## config.mk

```make
export PLATFORM = sky130hd
export DESIGN_NAME = psmc_top
export DESIGN_NICKNAME = d
export VERILOG_FILES = /design/src/psmc_pkg.sv /design/src/psmc_top.sv /design/src/psmc_clkdiv.sv
export SDC_FILE = /design/constraint.sdc
export NUM_CORES = 1
export LEC_CHECK = 0
export BUFFER_PORTS_ARGS = -buffer_cell sky130_fd_sc_hd__buf_2
export CAP_MARGIN = 10
export CORE_ASPECT_RATIO = 0.5
export CORE_MARGIN = 2
export CORE_UTILIZATION = 25
export CTS_CLUSTER_DIAMETER = 80
export DETAILED_ROUTE_END_ITERATION = 12
export PLACE_DENSITY_LB_ADDON = 0.3
export SYNTH_ARGS = -nofsm -noshare
export SYNTH_HDL_FRONTEND = slang
export SYNTH_HIERARCHICAL = 1
export SYNTH_SLANG_ARGS = --single-unit
```

## constraint.sdc

```tcl
create_clock -name clk_i -period 4.7 [get_ports clk_i]
set_input_delay 0.47 -clock clk_i [delete_from_list [all_inputs] [get_ports clk_i]]
set_output_delay 0.47 -clock clk_i [all_outputs]
set_load 0.01 [all_outputs]
```

## src/psmc_pkg.sv

```systemverilog
// Constants, field layouts and state codes shared by the power saving mode control block
package psmc_pkg;

  // Register map: word index times four gives the byte address
  localparam logic [7:0] PSMC_PWRCTL_IDX = 8'h87;
  localparam logic [7:0] PSMC_STAT_IDX = 8'h88;
  localparam logic [11:0] PSMC_PWRCTL_ADR = {2'h0, PSMC_PWRCTL_IDX, 2'h0};
  localparam logic [11:0] PSMC_STAT_ADR = {2'h0, PSMC_STAT_IDX, 2'h0};
  localparam logic [7:0] PSMC_PWRCTL_RST = 8'h00;

  // Bit positions of power_control_reg
  localparam int unsigned PSMC_NAP_ARM_BIT = 0;
  localparam int unsigned PSMC_DEEP_ARM_BIT = 1;
  localparam int unsigned PSMC_NAP_TRIG_BIT = 5;
  localparam int unsigned PSMC_DEEP_TRIG_BIT = 6;

  // Clocking figures
  localparam int unsigned PSMC_SLOW_DIV = 8;
  localparam int unsigned PSMC_OSC_PER_MC = 12;
  localparam int unsigned PSMC_SETTLE_CYC = 16;

  typedef struct packed {
    logic spare;
    logic deep_sleep_trigger;
    logic nap_trigger;
    logic slow_clock_select;
    logic gen_flag1;
    logic gen_flag0;
    logic deep_sleep_arm;
    logic nap_arm;
  } psmc_pwrctl_t;

  typedef struct packed {
    logic addr_latch_strobe;
    logic program_fetch_strobe;
  } psmc_strobe_t;

  typedef enum logic [2:0] {
    PSMC_RUN  = 3'b001,
    PSMC_NAP  = 3'b010,
    PSMC_DEEP = 3'b100
  } psmc_mode_t;

endpackage

```

## src/psmc_top.sv

```systemverilog
// Power saving mode control: slow-down, nap and deep sleep with pin state handling
//
// Summary of operation
// - Slow-down divides every oscillator-derived clock by eight, CPU and peripherals alike.
// - Setting slow_clock_select starts slow-down within two machine cycles.
// - Clearing slow_clock_select restores the nominal rate.
// - Interrupt wake from nap resumes CPU; slow-down stays until software clears it.
// - A two machine cycle reset fully resets out of nap with slow-down.
// - Deep sleep stops both oscillators; RAM and registers keep contents.
// - In deep sleep latch pins drive latches, alternate pins hold last values.
// - In deep sleep address latch strobe and program fetch strobe are low.
// - Only hardware reset leaves deep sleep, restoring register reset values.
// - Arm and trigger in one write never enter deep sleep.
// - Arm and trigger bits self-clear and always read as zero.
// - The trigger write is the last instruction before deep sleep.
// - Reset restarts both oscillators and waits for them to settle.
// - Permit pin high forces the deep trigger to zero.
// - Nap and deep requested together enter deep sleep.
`timescale 1ns/1ps
module psmc_top
  import psmc_pkg::*;
#(
  parameter int unsigned PORT_W = 8,
  parameter int unsigned SETTLE_CYC = PSMC_SETTLE_CYC
) (
  input wire logic clk_i,
  input wire logic rst_i,
  input wire logic wb_cyc_i,
  input wire logic wb_stb_i,
  input wire logic wb_we_i,
  input wire logic [11:0] wb_adr_i,
  input wire logic [3:0] wb_sel_i,
  input wire logic [31:0] wb_dat_i,
  output logic [31:0] wb_dat_o,
  output logic wb_ack_o,
  input wire logic powersave_permit_pin_i,
  input wire logic wake_i,
  input wire psmc_strobe_t core_strobe_i,
  input wire logic [PORT_W-1:0] port_latch_i,
  input wire logic [PORT_W-1:0] alt_out_i,
  input wire logic [PORT_W-1:0] alt_sel_i,
  output psmc_strobe_t strobe_o,
  output logic [PORT_W-1:0] port_o,
  output logic cpu_clk_en_o,
  output logic periph_clk_en_o,
  output logic osc_run_o
);

  localparam int unsigned SW = $clog2(SETTLE_CYC + 1);
  localparam logic [SW-1:0] SETTLE_LAST = SW'(SETTLE_CYC);

  ////////////////////////////////////////////////////////////////////////////
  // Pin synchroniser and oscillator settling

  logic permit_meta_q;
  logic permit_q;
  logic [SW-1:0] settle_q;

  always_ff @(posedge clk_i) begin
    if (rst_i) begin
      permit_meta_q <= 1'b1;
      permit_q <= 1'b1;
    end else begin
      permit_meta_q <= powersave_permit_pin_i;
      permit_q <= permit_meta_q;
    end
  end

  // Core clocks stay off until the restarted oscillator has had time to settle
  always_ff @(posedge clk_i) begin
    if (rst_i) begin
      settle_q <= '0;
    end else if (settle_q != SETTLE_LAST) begin
      settle_q <= settle_q + SW'(1);
    end
  end

  wire logic settled = (settle_q == SETTLE_LAST);

  ////////////////////////////////////////////////////////////////////////////
  // Wishbone slave

  logic ack_q;
  psmc_pwrctl_t pwrctl_q;
  logic nap_arm_q;
  logic deep_arm_q;
  psmc_mode_t mode_q;
  psmc_mode_t mode_d;
  logic slow_act;

  wire logic req = wb_cyc_i && wb_stb_i;
  wire logic hit_pwrctl = (wb_adr_i == PSMC_PWRCTL_ADR);
  wire logic hit_stat = (wb_adr_i == PSMC_STAT_ADR);
  // Write commits at the edge where the master sees ack
  wire logic wr_fire = req && wb_we_i && ack_q && wb_sel_i[0];
  wire logic pw_fire = wr_fire && hit_pwrctl && (mode_q != PSMC_DEEP);
  wire psmc_pwrctl_t wd = psmc_pwrctl_t'(wb_dat_i[7:0]);

  // Arm and trigger bits are never stored in pwrctl_q, so they read back as zero
  wire psmc_pwrctl_t pwrctl_rd = '{spare: pwrctl_q.spare, deep_sleep_trigger: 1'b0, nap_trigger: 1'b0,
                                slow_clock_select: pwrctl_q.slow_clock_select, gen_flag1: pwrctl_q.gen_flag1,
                                gen_flag0: pwrctl_q.gen_flag0, deep_sleep_arm: 1'b0, nap_arm: 1'b0};
  wire logic [7:0] stat_rd = {3'h0, permit_q, slow_act, mode_q};
  wire logic [31:0] rd_mux = hit_pwrctl ? {24'h0, pwrctl_rd} : (hit_stat ? {24'h0, stat_rd} : 32'h0);

  always_ff @(posedge clk_i) begin
    if (rst_i) begin
      ack_q <= 1'b0;
      wb_dat_o <= 32'h0;
    end else begin
      ack_q <= req && !ack_q;
      wb_dat_o <= (req && !ack_q) ? rd_mux : 32'h0;
    end
  end

  assign wb_ack_o = ack_q;

  ////////////////////////////////////////////////////////////////////////////
  // power_control_reg and entry sequences

  // An arm survives only until the next write to the register
  wire logic deep_arm_d = wd.deep_sleep_arm && !wd.deep_sleep_trigger;
  wire logic nap_arm_d = wd.nap_arm && !wd.nap_trigger;
  wire logic go_deep = pw_fire && deep_arm_q && wd.deep_sleep_trigger && !wd.deep_sleep_arm
                       && !permit_q;
  wire logic go_nap = pw_fire && nap_arm_q && wd.nap_trigger && !wd.nap_arm;

  always_ff @(posedge clk_i) begin
    if (rst_i) begin
      pwrctl_q <= psmc_pwrctl_t'(PSMC_PWRCTL_RST);
      nap_arm_q <= 1'b0;
      deep_arm_q <= 1'b0;
    end else if (pw_fire) begin
      pwrctl_q <= pwrctl_rd;
      pwrctl_q.spare <= wd.spare;
      pwrctl_q.slow_clock_select <= wd.slow_clock_select;
      pwrctl_q.gen_flag1 <= wd.gen_flag1;
      pwrctl_q.gen_flag0 <= wd.gen_flag0;
      nap_arm_q <= nap_arm_d;
      deep_arm_q <= deep_arm_d;
    end
  end

  ////////////////////////////////////////////////////////////////////////////
  // Mode state machine

  always_comb begin
    mode_d = mode_q;
    case (mode_q)
      PSMC_RUN: begin
        if (go_deep) begin
          mode_d = PSMC_DEEP;
        end else if (go_nap) begin
          mode_d = PSMC_NAP;
        end
      end
      PSMC_NAP: begin
        if (wake_i) begin
          mode_d = PSMC_RUN;
        end
      end
      PSMC_DEEP: begin
        mode_d = PSMC_DEEP;
      end
      default: begin
        mode_d = PSMC_RUN;
      end
    endcase
  end

  // Synchronous reset leaves nap or deep sleep at once; the clock never stops here
  always_ff @(posedge clk_i) begin
    if (rst_i) begin
      mode_q <= PSMC_RUN;
    end else begin
      mode_q <= mode_d;
    end
  end

  ////////////////////////////////////////////////////////////////////////////
  // Clock enables

  logic tick;

  psmc_clkdiv #(
    .DIV(PSMC_SLOW_DIV),
    .MC(PSMC_OSC_PER_MC)
  ) u_clkdiv (
    .clk_i(clk_i),
    .rst_i(rst_i),
    .run_i(settled),
    .slow_req_i(pwrctl_q.slow_clock_select),
    .tick_o(tick),
    .mcycle_o(),
    .slow_o(slow_act)
  );

  // Using the next mode keeps any instruction from running after the trigger write
  wire logic cpu_en_d = tick && (mode_d == PSMC_RUN);
  wire logic per_en_d = tick && (mode_d != PSMC_DEEP);

  always_ff @(posedge clk_i) begin
    if (rst_i) begin
      cpu_clk_en_o <= 1'b0;
      periph_clk_en_o <= 1'b0;
      osc_run_o <= 1'b1;
    end else begin
      cpu_clk_en_o <= cpu_en_d;
      periph_clk_en_o <= per_en_d;
      osc_run_o <= (mode_d != PSMC_DEEP);
    end
  end

  ////////////////////////////////////////////////////////////////////////////
  // Pin states

  logic [PORT_W-1:0] alt_hold_q;
  logic [PORT_W-1:0] port_d;
  wire logic deep = (mode_q == PSMC_DEEP);

  for (genvar i = 0; i < PORT_W; i++) begin : g_pin
    // Last alternate value before entry stays frozen while in deep sleep
    always_ff @(posedge clk_i) begin
      if (rst_i) begin
        alt_hold_q[i] <= 1'b0;
      end else if (!deep) begin
        alt_hold_q[i] <= alt_out_i[i];
      end
    end
    assign port_d[i] = alt_sel_i[i] ? (deep ? alt_hold_q[i] : alt_out_i[i]) : port_latch_i[i];
  end

  wire psmc_strobe_t strobe_d = deep ? psmc_strobe_t'(2'h0) :
                                ((mode_q == PSMC_NAP) ? psmc_strobe_t'(2'h3) : core_strobe_i);

  always_ff @(posedge clk_i) begin
    if (rst_i) begin
      strobe_o <= '{1'b1, 1'b1};
      port_o <= '0;
    end else begin
      strobe_o <= strobe_d;
      port_o <= port_d;
    end
  end

  ////////////////////////////////////////////////////////////////////////////
  // Checks

  same_write_a: assert property (@(posedge clk_i) disable iff (rst_i)
    pw_fire && wd.deep_sleep_arm && wd.deep_sleep_trigger && mode_q == PSMC_RUN |=> mode_q != PSMC_DEEP)
    else $error("deep sleep entered from combined write");

  deep_strobe_a: assert property (@(posedge clk_i) disable iff (rst_i)
    mode_q == PSMC_DEEP |=> !strobe_o.addr_latch_strobe && !strobe_o.program_fetch_strobe)
    else $error("strobes not low in deep sleep");

  deep_stay_a: assert property (@(posedge clk_i) disable iff (rst_i)
    mode_q == PSMC_DEEP |=> mode_q == PSMC_DEEP) else $error("deep sleep left without reset");

  permit_block_a: assert property (@(posedge clk_i) disable iff (rst_i)
    permit_q && mode_q != PSMC_DEEP |=> mode_q != PSMC_DEEP) else $error("deep sleep entered while blocked");

  trig_read_a: assert property (@(posedge clk_i) disable iff (rst_i)
    wb_ack_o && hit_pwrctl && !wb_we_i |-> wb_dat_o[PSMC_DEEP_TRIG_BIT] == 1'b0 && wb_dat_o[PSMC_DEEP_ARM_BIT] == 1'b0
      && wb_dat_o[PSMC_NAP_TRIG_BIT] == 1'b0 && wb_dat_o[PSMC_NAP_ARM_BIT] == 1'b0)
    else $error("arm or trigger bit read as one");

  deep_stop_a: assert property (@(posedge clk_i) disable iff (rst_i)
    go_deep |=> (!osc_run_o && !cpu_clk_en_o && !periph_clk_en_o) [*3]) else $error("clocks run in deep sleep");

  nap_wake_a: assert property (@(posedge clk_i) disable iff (rst_i)
    mode_q == PSMC_NAP && wake_i |=> mode_q == PSMC_RUN && $stable(pwrctl_q.slow_clock_select))
    else $error("wake did not resume or changed slow-down");

  deep_prio_a: assert property (@(posedge clk_i) disable iff (rst_i)
    go_deep && go_nap && mode_q == PSMC_RUN |=> mode_q == PSMC_DEEP) else $error("nap won over deep sleep");

  alt_hold_a: assert property (@(posedge clk_i) disable iff (rst_i)
    mode_q == PSMC_DEEP ##1 mode_q == PSMC_DEEP |-> $stable(alt_hold_q)) else $error("held pin value moved");

endmodule // psmc_top

```

## src/psmc_clkdiv.sv

```systemverilog
// Oscillator tick generator with divide-by-eight slow-down switched at machine-cycle boundaries
`timescale 1ns/1ps
module psmc_clkdiv
  import psmc_pkg::*;
#(
  parameter int unsigned DIV = PSMC_SLOW_DIV,
  parameter int unsigned MC = PSMC_OSC_PER_MC
) (
  input wire logic clk_i,
  input wire logic rst_i,
  input wire logic run_i,
  input wire logic slow_req_i,
  output logic tick_o,
  output logic mcycle_o,
  output logic slow_o
);

  localparam int unsigned PW = $clog2(DIV);
  localparam int unsigned CW = $clog2(MC);
  localparam logic [PW-1:0] PRE_LAST = PW'(DIV - 1);
  localparam logic [CW-1:0] PH_LAST = CW'(MC - 1);

  logic [PW-1:0] pre_q;
  logic [CW-1:0] phase_q;
  logic slow_q;

  wire logic pre_wrap = (pre_q == PRE_LAST);
  wire logic tick = run_i && (!slow_q || pre_wrap);
  wire logic boundary = tick && (phase_q == PH_LAST);

  always_ff @(posedge clk_i) begin
    if (rst_i || !slow_q || !run_i) begin
      pre_q <= '0;
    end else begin
      pre_q <= pre_wrap ? '0 : pre_q + PW'(1);
    end
  end

  always_ff @(posedge clk_i) begin
    if (rst_i) begin
      phase_q <= '0;
    end else if (tick) begin
      phase_q <= (phase_q == PH_LAST) ? '0 : phase_q + CW'(1);
    end
  end

  // Rate only changes on a machine-cycle edge, so no clipped pulse reaches the core
  always_ff @(posedge clk_i) begin
    if (rst_i) begin
      slow_q <= 1'b0;
    end else if (boundary) begin
      slow_q <= slow_req_i;
    end
  end

  assign tick_o = tick;
  assign mcycle_o = boundary;
  assign slow_o = slow_q;

  slow_div_a: assert property (@(posedge clk_i) disable iff (rst_i)
    slow_q && tick && !(boundary && !slow_req_i) |=> !tick [*7]) else $error("slow tick spacing not eight");

  slow_sync_a: assert property (@(posedge clk_i) disable iff (rst_i)
    $rose(slow_req_i) && run_i && !slow_q |-> ##[1:24] slow_q) else $error("slow-down not entered in time");

  slow_exit_a: assert property (@(posedge clk_i) disable iff (rst_i)
    $fell(slow_req_i) && run_i && slow_q |-> ##[1:96] !slow_q) else $error("slow-down not left in time");

  rate_edge_a: assert property (@(posedge clk_i) disable iff (rst_i)
    $changed(slow_q) |-> $past(boundary)) else $error("rate switched inside machine cycle");

endmodule // psmc_clkdiv

```

; Yosys cells after proc, flatten, opt, wreduce, memory -nomap -nowiden
; Cells that the tools add are included.
[totals]
reg_bits = 78
in_bits = 81
output_inout_bits = 46
elab_cells = 108
[op_classes]
addsub = 3
n_eq_ne = 12
muxes = 25
n_bitwise = 2
reduce_logical = 35
[ops]
columns = op, count
row1 = == test 12 x 10 -> 1 bit (second input constant), 2
row2 = logical AND 1 bit, 20
row3 = 2-to-1 mux 1 bit, 16
row4 = 2-to-1 mux 3 bit, 3
row5 = case mux 3 bit (3 select lines), 1
row6 = zero test 1 bit, 8
row7 = 2-to-1 mux 8 bit, 1
row8 = == test 3 x 1 -> 1 bit (second input constant), 2
row9 = == test 3 bit (second input constant), 2
row10 = inequality test 3 bit (second input constant), 2
row11 = adder 5 x 1 -> 5 bit (second input constant), 1
row12 = == test 5 bit (second input constant), 1
row13 = 2-to-1 mux 5 bit, 1
row14 = inequality test 5 bit (second input constant), 1
row15 = adder 4 x 1 -> 4 bit (second input constant), 1
row16 = == test 4 bit (second input constant), 1
row17 = 2-to-1 mux 2 bit, 2
row18 = 2-to-1 mux 4 bit, 1
row19 = OR reduction 2 bit, 2
row20 = OR reduction 4 bit, 1
row21 = adder 3 x 1 -> 3 bit (second input constant), 1
row22 = == test 3 x 2 -> 1 bit (second input constant), 1
row23 = logical OR 1 bit, 3
row24 = OR reduction 3 bit, 1
row25 = NOT 1 bit, 2

; Longest topological paths before layout
[logic_depth]
depth_word = 14
depth_mapped = 8
ltp_nobuf = 7

; Modules after synthesis
; Netlist, hierarchy kept.
[by_module_without_submodules]
columns = module, instances, cells_each, area_each_um2, seq_area_each_um2
row1 = psmc_top, 1, 201, 1923.1, 880.8
row2 = psmc_clkdiv, 1, 41, 379.1, 160.2

; Worst setup path before layout
; OpenSTA, ideal clock, no wires.
[synth_path]
kind = reg2reg
start = register settle_q[0]
end = register u_clkdiv.phase_q[3]
setup_ps = 74
t_arrival_ps = 1801
required_ps = 4626
slack_ps = 2825
path_stages_with_launch = 8
path_buffers = 1
synth_period_minus_slack_ps = 1875
cell_sequence = dfxtp_1 inv_1 ha_1 nor4bb_1 clkbuf_1 inv_2 or4_1 a31oi_1
[synth_between]
elab_chain_cells = 2
[synth_rtl]
columns = item, line
row1 = start: declaration, psmc_top.sv:57  ; logic [SW-1:0] settle_q;
row2 = start signal: assignment, psmc_top.sv:74  ; settle_q <= settle_q + SW'(1);
row3 = == test 5 bit, psmc_top.sv:78  ; wire logic settled = (settle_q == SETTLE_LAST);
row4 = via settled, psmc_top.sv:78
row5 = logical AND 1 bit, psmc_clkdiv.sv:28  ; wire logic tick = run_i && (!slow_q || pre_wrap);
row6 = end signal: assignment, psmc_clkdiv.sv:43  ; phase_q <= (phase_q == PH_LAST) ? '0 : phase_q + CW'(1);
row7 = end: declaration, psmc_clkdiv.sv:24  ; logic [CW-1:0] phase_q;
; The timed path passes the listed nets, and every way through them passes these cells.
; A chain may end at the register's enable or synchronous reset.

; Worst setup path after layout
[layout_path]
start = input port rst_i
end = register wb_dat_o[3]
[layout_between]
elab_chain_cells = 1
[layout_rtl]
columns = item, line
row1 = start: declaration, psmc_top.sv:27  ; input wire logic rst_i,
row2 = OR reduction 2 bit (no line), -
row3 = end signal: assignment, psmc_top.sv:112  ; wb_dat_o <= (req && !ack_q) ? rd_mux : 32'h0;
row4 = end: declaration, psmc_top.sv:34  ; output logic [31:0] wb_dat_o,
; No other way between the ends.

==> reports/metrics.yaml <==
rows: 24
cts_buffers: 5
cp_cell_sequence: "buf_2 > and4bb_1 > nand3_1 > nor4_2 > a22o_1"
crit_slowest_cell: "nor4_2"
synth_area_leaders: "dfxtp_1 45%, buf_4 8.8%, mux2i_1 4.3%"
drt-total-wl_um: 4888
synth.avg_cell_area_um2: 9.513
yosysTopAreaCellShare_pct: 45.22
vias: 1837
slew_headroom_pct: 46.71
drc: 0
synth_edf_count: 0
die-height_um: 71.86
clockRootBuffer: "clkbuf_16"
overflow: 0
multiInputGateArea_um2: 1087
gp_congestion: 0.7449
hold_viol: 0
synth_cell_types: 47
critical_path_arrival_ps: 2190
synthFlopType: "dfxtp_1"
setup_viol: 0
cp_num_buf_inv: 1
vdd.ir_drop.worst_mv: 0.1845
fin_cells: 431
dp.cells: 424
critPathTopFamily: "simple AND/OR/NAND/NOR gates"
end_kind: "register"
finalMaxSlewViolations: 0
hold_buffers: 0
syn_inst: 242
wl_per_cell_um: 11.34
p_leak_nw: 1.225
fp.dieW_um: 139.7
finalCritPeriodShare_pct: 41.67
cts_resized: 0
numPortBuffers: 73
hold_path_class: "in -> reg"
worstMarginPinSlew_ps: 799.3
cts.path.max_buffers: 2
io_pins: 127
cap_violations: 0
async_flop_share_pct: 0
start_kind: "input port"
final_nets: 400
cts_setup_buffers: 0
synth_largest_area_cell: "dfxtp_1"
dp_hpwl_um: 3617
drive_gt1_share_pct: 29.30
grt_pass1_wl_um: 7948
antenna_found_initial: 0
die_area_um2: 10040
slowest_delay_ps: 570
grt_usage_pct: 9.897
timing.hold.ws_ps: 362.5
antenna_left: 0
clk_latency_ps: 290
n_fill_cell: 951
crit_required_ps: 4930
first_pass_iters: 4
fmax_ghz: 0.5106
path_clk_slew_ps: 70
cts_sinks: 52
cts_tree: "done"
synth_area_um2: 2302
first_iter_violations: 87
critPathKind: "in -> reg"
finalClockSkew_ps: 8.252
fin_tns_setup_ps: 0
cts_max_level: 2
worstPathMaxFanout: 43
rsz0062_at_grt: "no"
power_density_nw_per_um2: 319.6
outcome: "completed"
core-area_um2: 8828
synth.most_common_cell: "dfxtp_1"
worst_slack_ps: 2742
regArea_um2: 1041
antenna_cells: 0
synth_seq_cells: 52
grt_max_degree: 44
viasPerCell: 4.262
areaGrowthSynthToFinish_pct: 22.88
yosys_warnings: 6
synth_top_cells_by_count: "52 x dfxtp_1, 27 x buf_4, 26 x nor2_1"
grt_pass1_vias: 1744
post-place-ws_ps: 2425
initial_core_util_pct: 26.08
ys_seq_area_share_pct: 45.22
fin_crit_ps: 1958
[layer usage]
| metal | vias to the layer above | routed length [um] | global-route usage (%) |
|---|---|---|---|
| met5 | - | 0 | 0 |
| li1 | 947 | - | - |
| met4 | 0 | 59 | 3.000 |
| met2 | 51 | 2243 | 16.86 |
| met3 | 4 | 249 | 2.807 |
| met1 | 835 | 2336 | 12.36 |
[area by class of cell]
class                      instances  area share [%]
clock inverter                     1          0.3096
multi-input combinational        173           38.43
tap                              117           5.175
inverter                           7          0.9288
clock buffer                       6           4.909
sequential                        52           36.80
timing repair buffer              75           13.45
[placed cells by master (no fill, tap or decap), types with 6 or more instances in the layout]
cell | synthesis | final
nand2_1 | 6 | 6
a211oi_1 | 9 | 9
inv_1 | 6 | 6
dfxtp_1 | 52 | 52
conb_1 | 1 | 26
a21oi_1 | 10 | 10
buf_2 | 1 | 73
nor2_1 | 26 | 26
nand3_1 | 12 | 12
and2_1 | 6 | 6
o21ai_1 | 6 | 6
mux2i_1 | 10 | 10
[cells by family after synthesis]
family | after synthesis | synth area share [%]
simple gates | 86 | 22.45
flops | 52 | 45.22
compound gates | 42 | 11.96
buf+inv | 42 | 11.63
mux | 10 | 4.348
fa+ha+maj | 5 | 2.717
xor+xnor | 4 | 1.522
other cells | 1 | 0.1629
[through the flow]
stage	util [%]	area (um2)	total power [W]
6_report	32.04	2829	0.0009041
4_1_cts	32.04	2829	0.0009249
3_3_place_gp	30.37	2681	0.0005413
3_5_place_dp	30.37	2681	0.0005425
2_1_floorplan	-	2396	0.0005235
5_1_grt	32.04	2829	0.0009483
[state kept, by name (all words and copies together) (netlist names)]
register / flops
deep_arm_q: 1
mode_q: 3
alt_hold_q: 8
u_clkdiv/phase_q: 4
periph_clk_en_o: 1
settle_q: 5
port_o: 8
wb_ack_o: 1
osc_run_o: 1
permit_meta_q: 1
wb_dat_o: 6
pwrctl_q: 4
u_clkdiv/slow_o: 1
strobe_o: 2
nap_arm_q: 1
permit_q: 1
cpu_clk_en_o: 1
u_clkdiv/pre_q: 3
[report_power, final]
part,switching (W),internal [W]
clock network,0.000162,0.000210
logic,0.0000394,0.0000321
registers,0.00000591,0.000454
[final timing paths]
path                               start       endpoint  slack [ps]  cells past startpoint
setup / recovery                   rst_i    wb_dat_o[3]        2740                      5
hold / removal    powersave_permit_pin_i  permit_meta_q         360                      2
setup reg to reg               mode_q[1]      mode_q[0]        2740                      5
hold reg to reg            permit_meta_q       permit_q         410                      1
No activity file was read; power rests on OpenSTA's default activity.
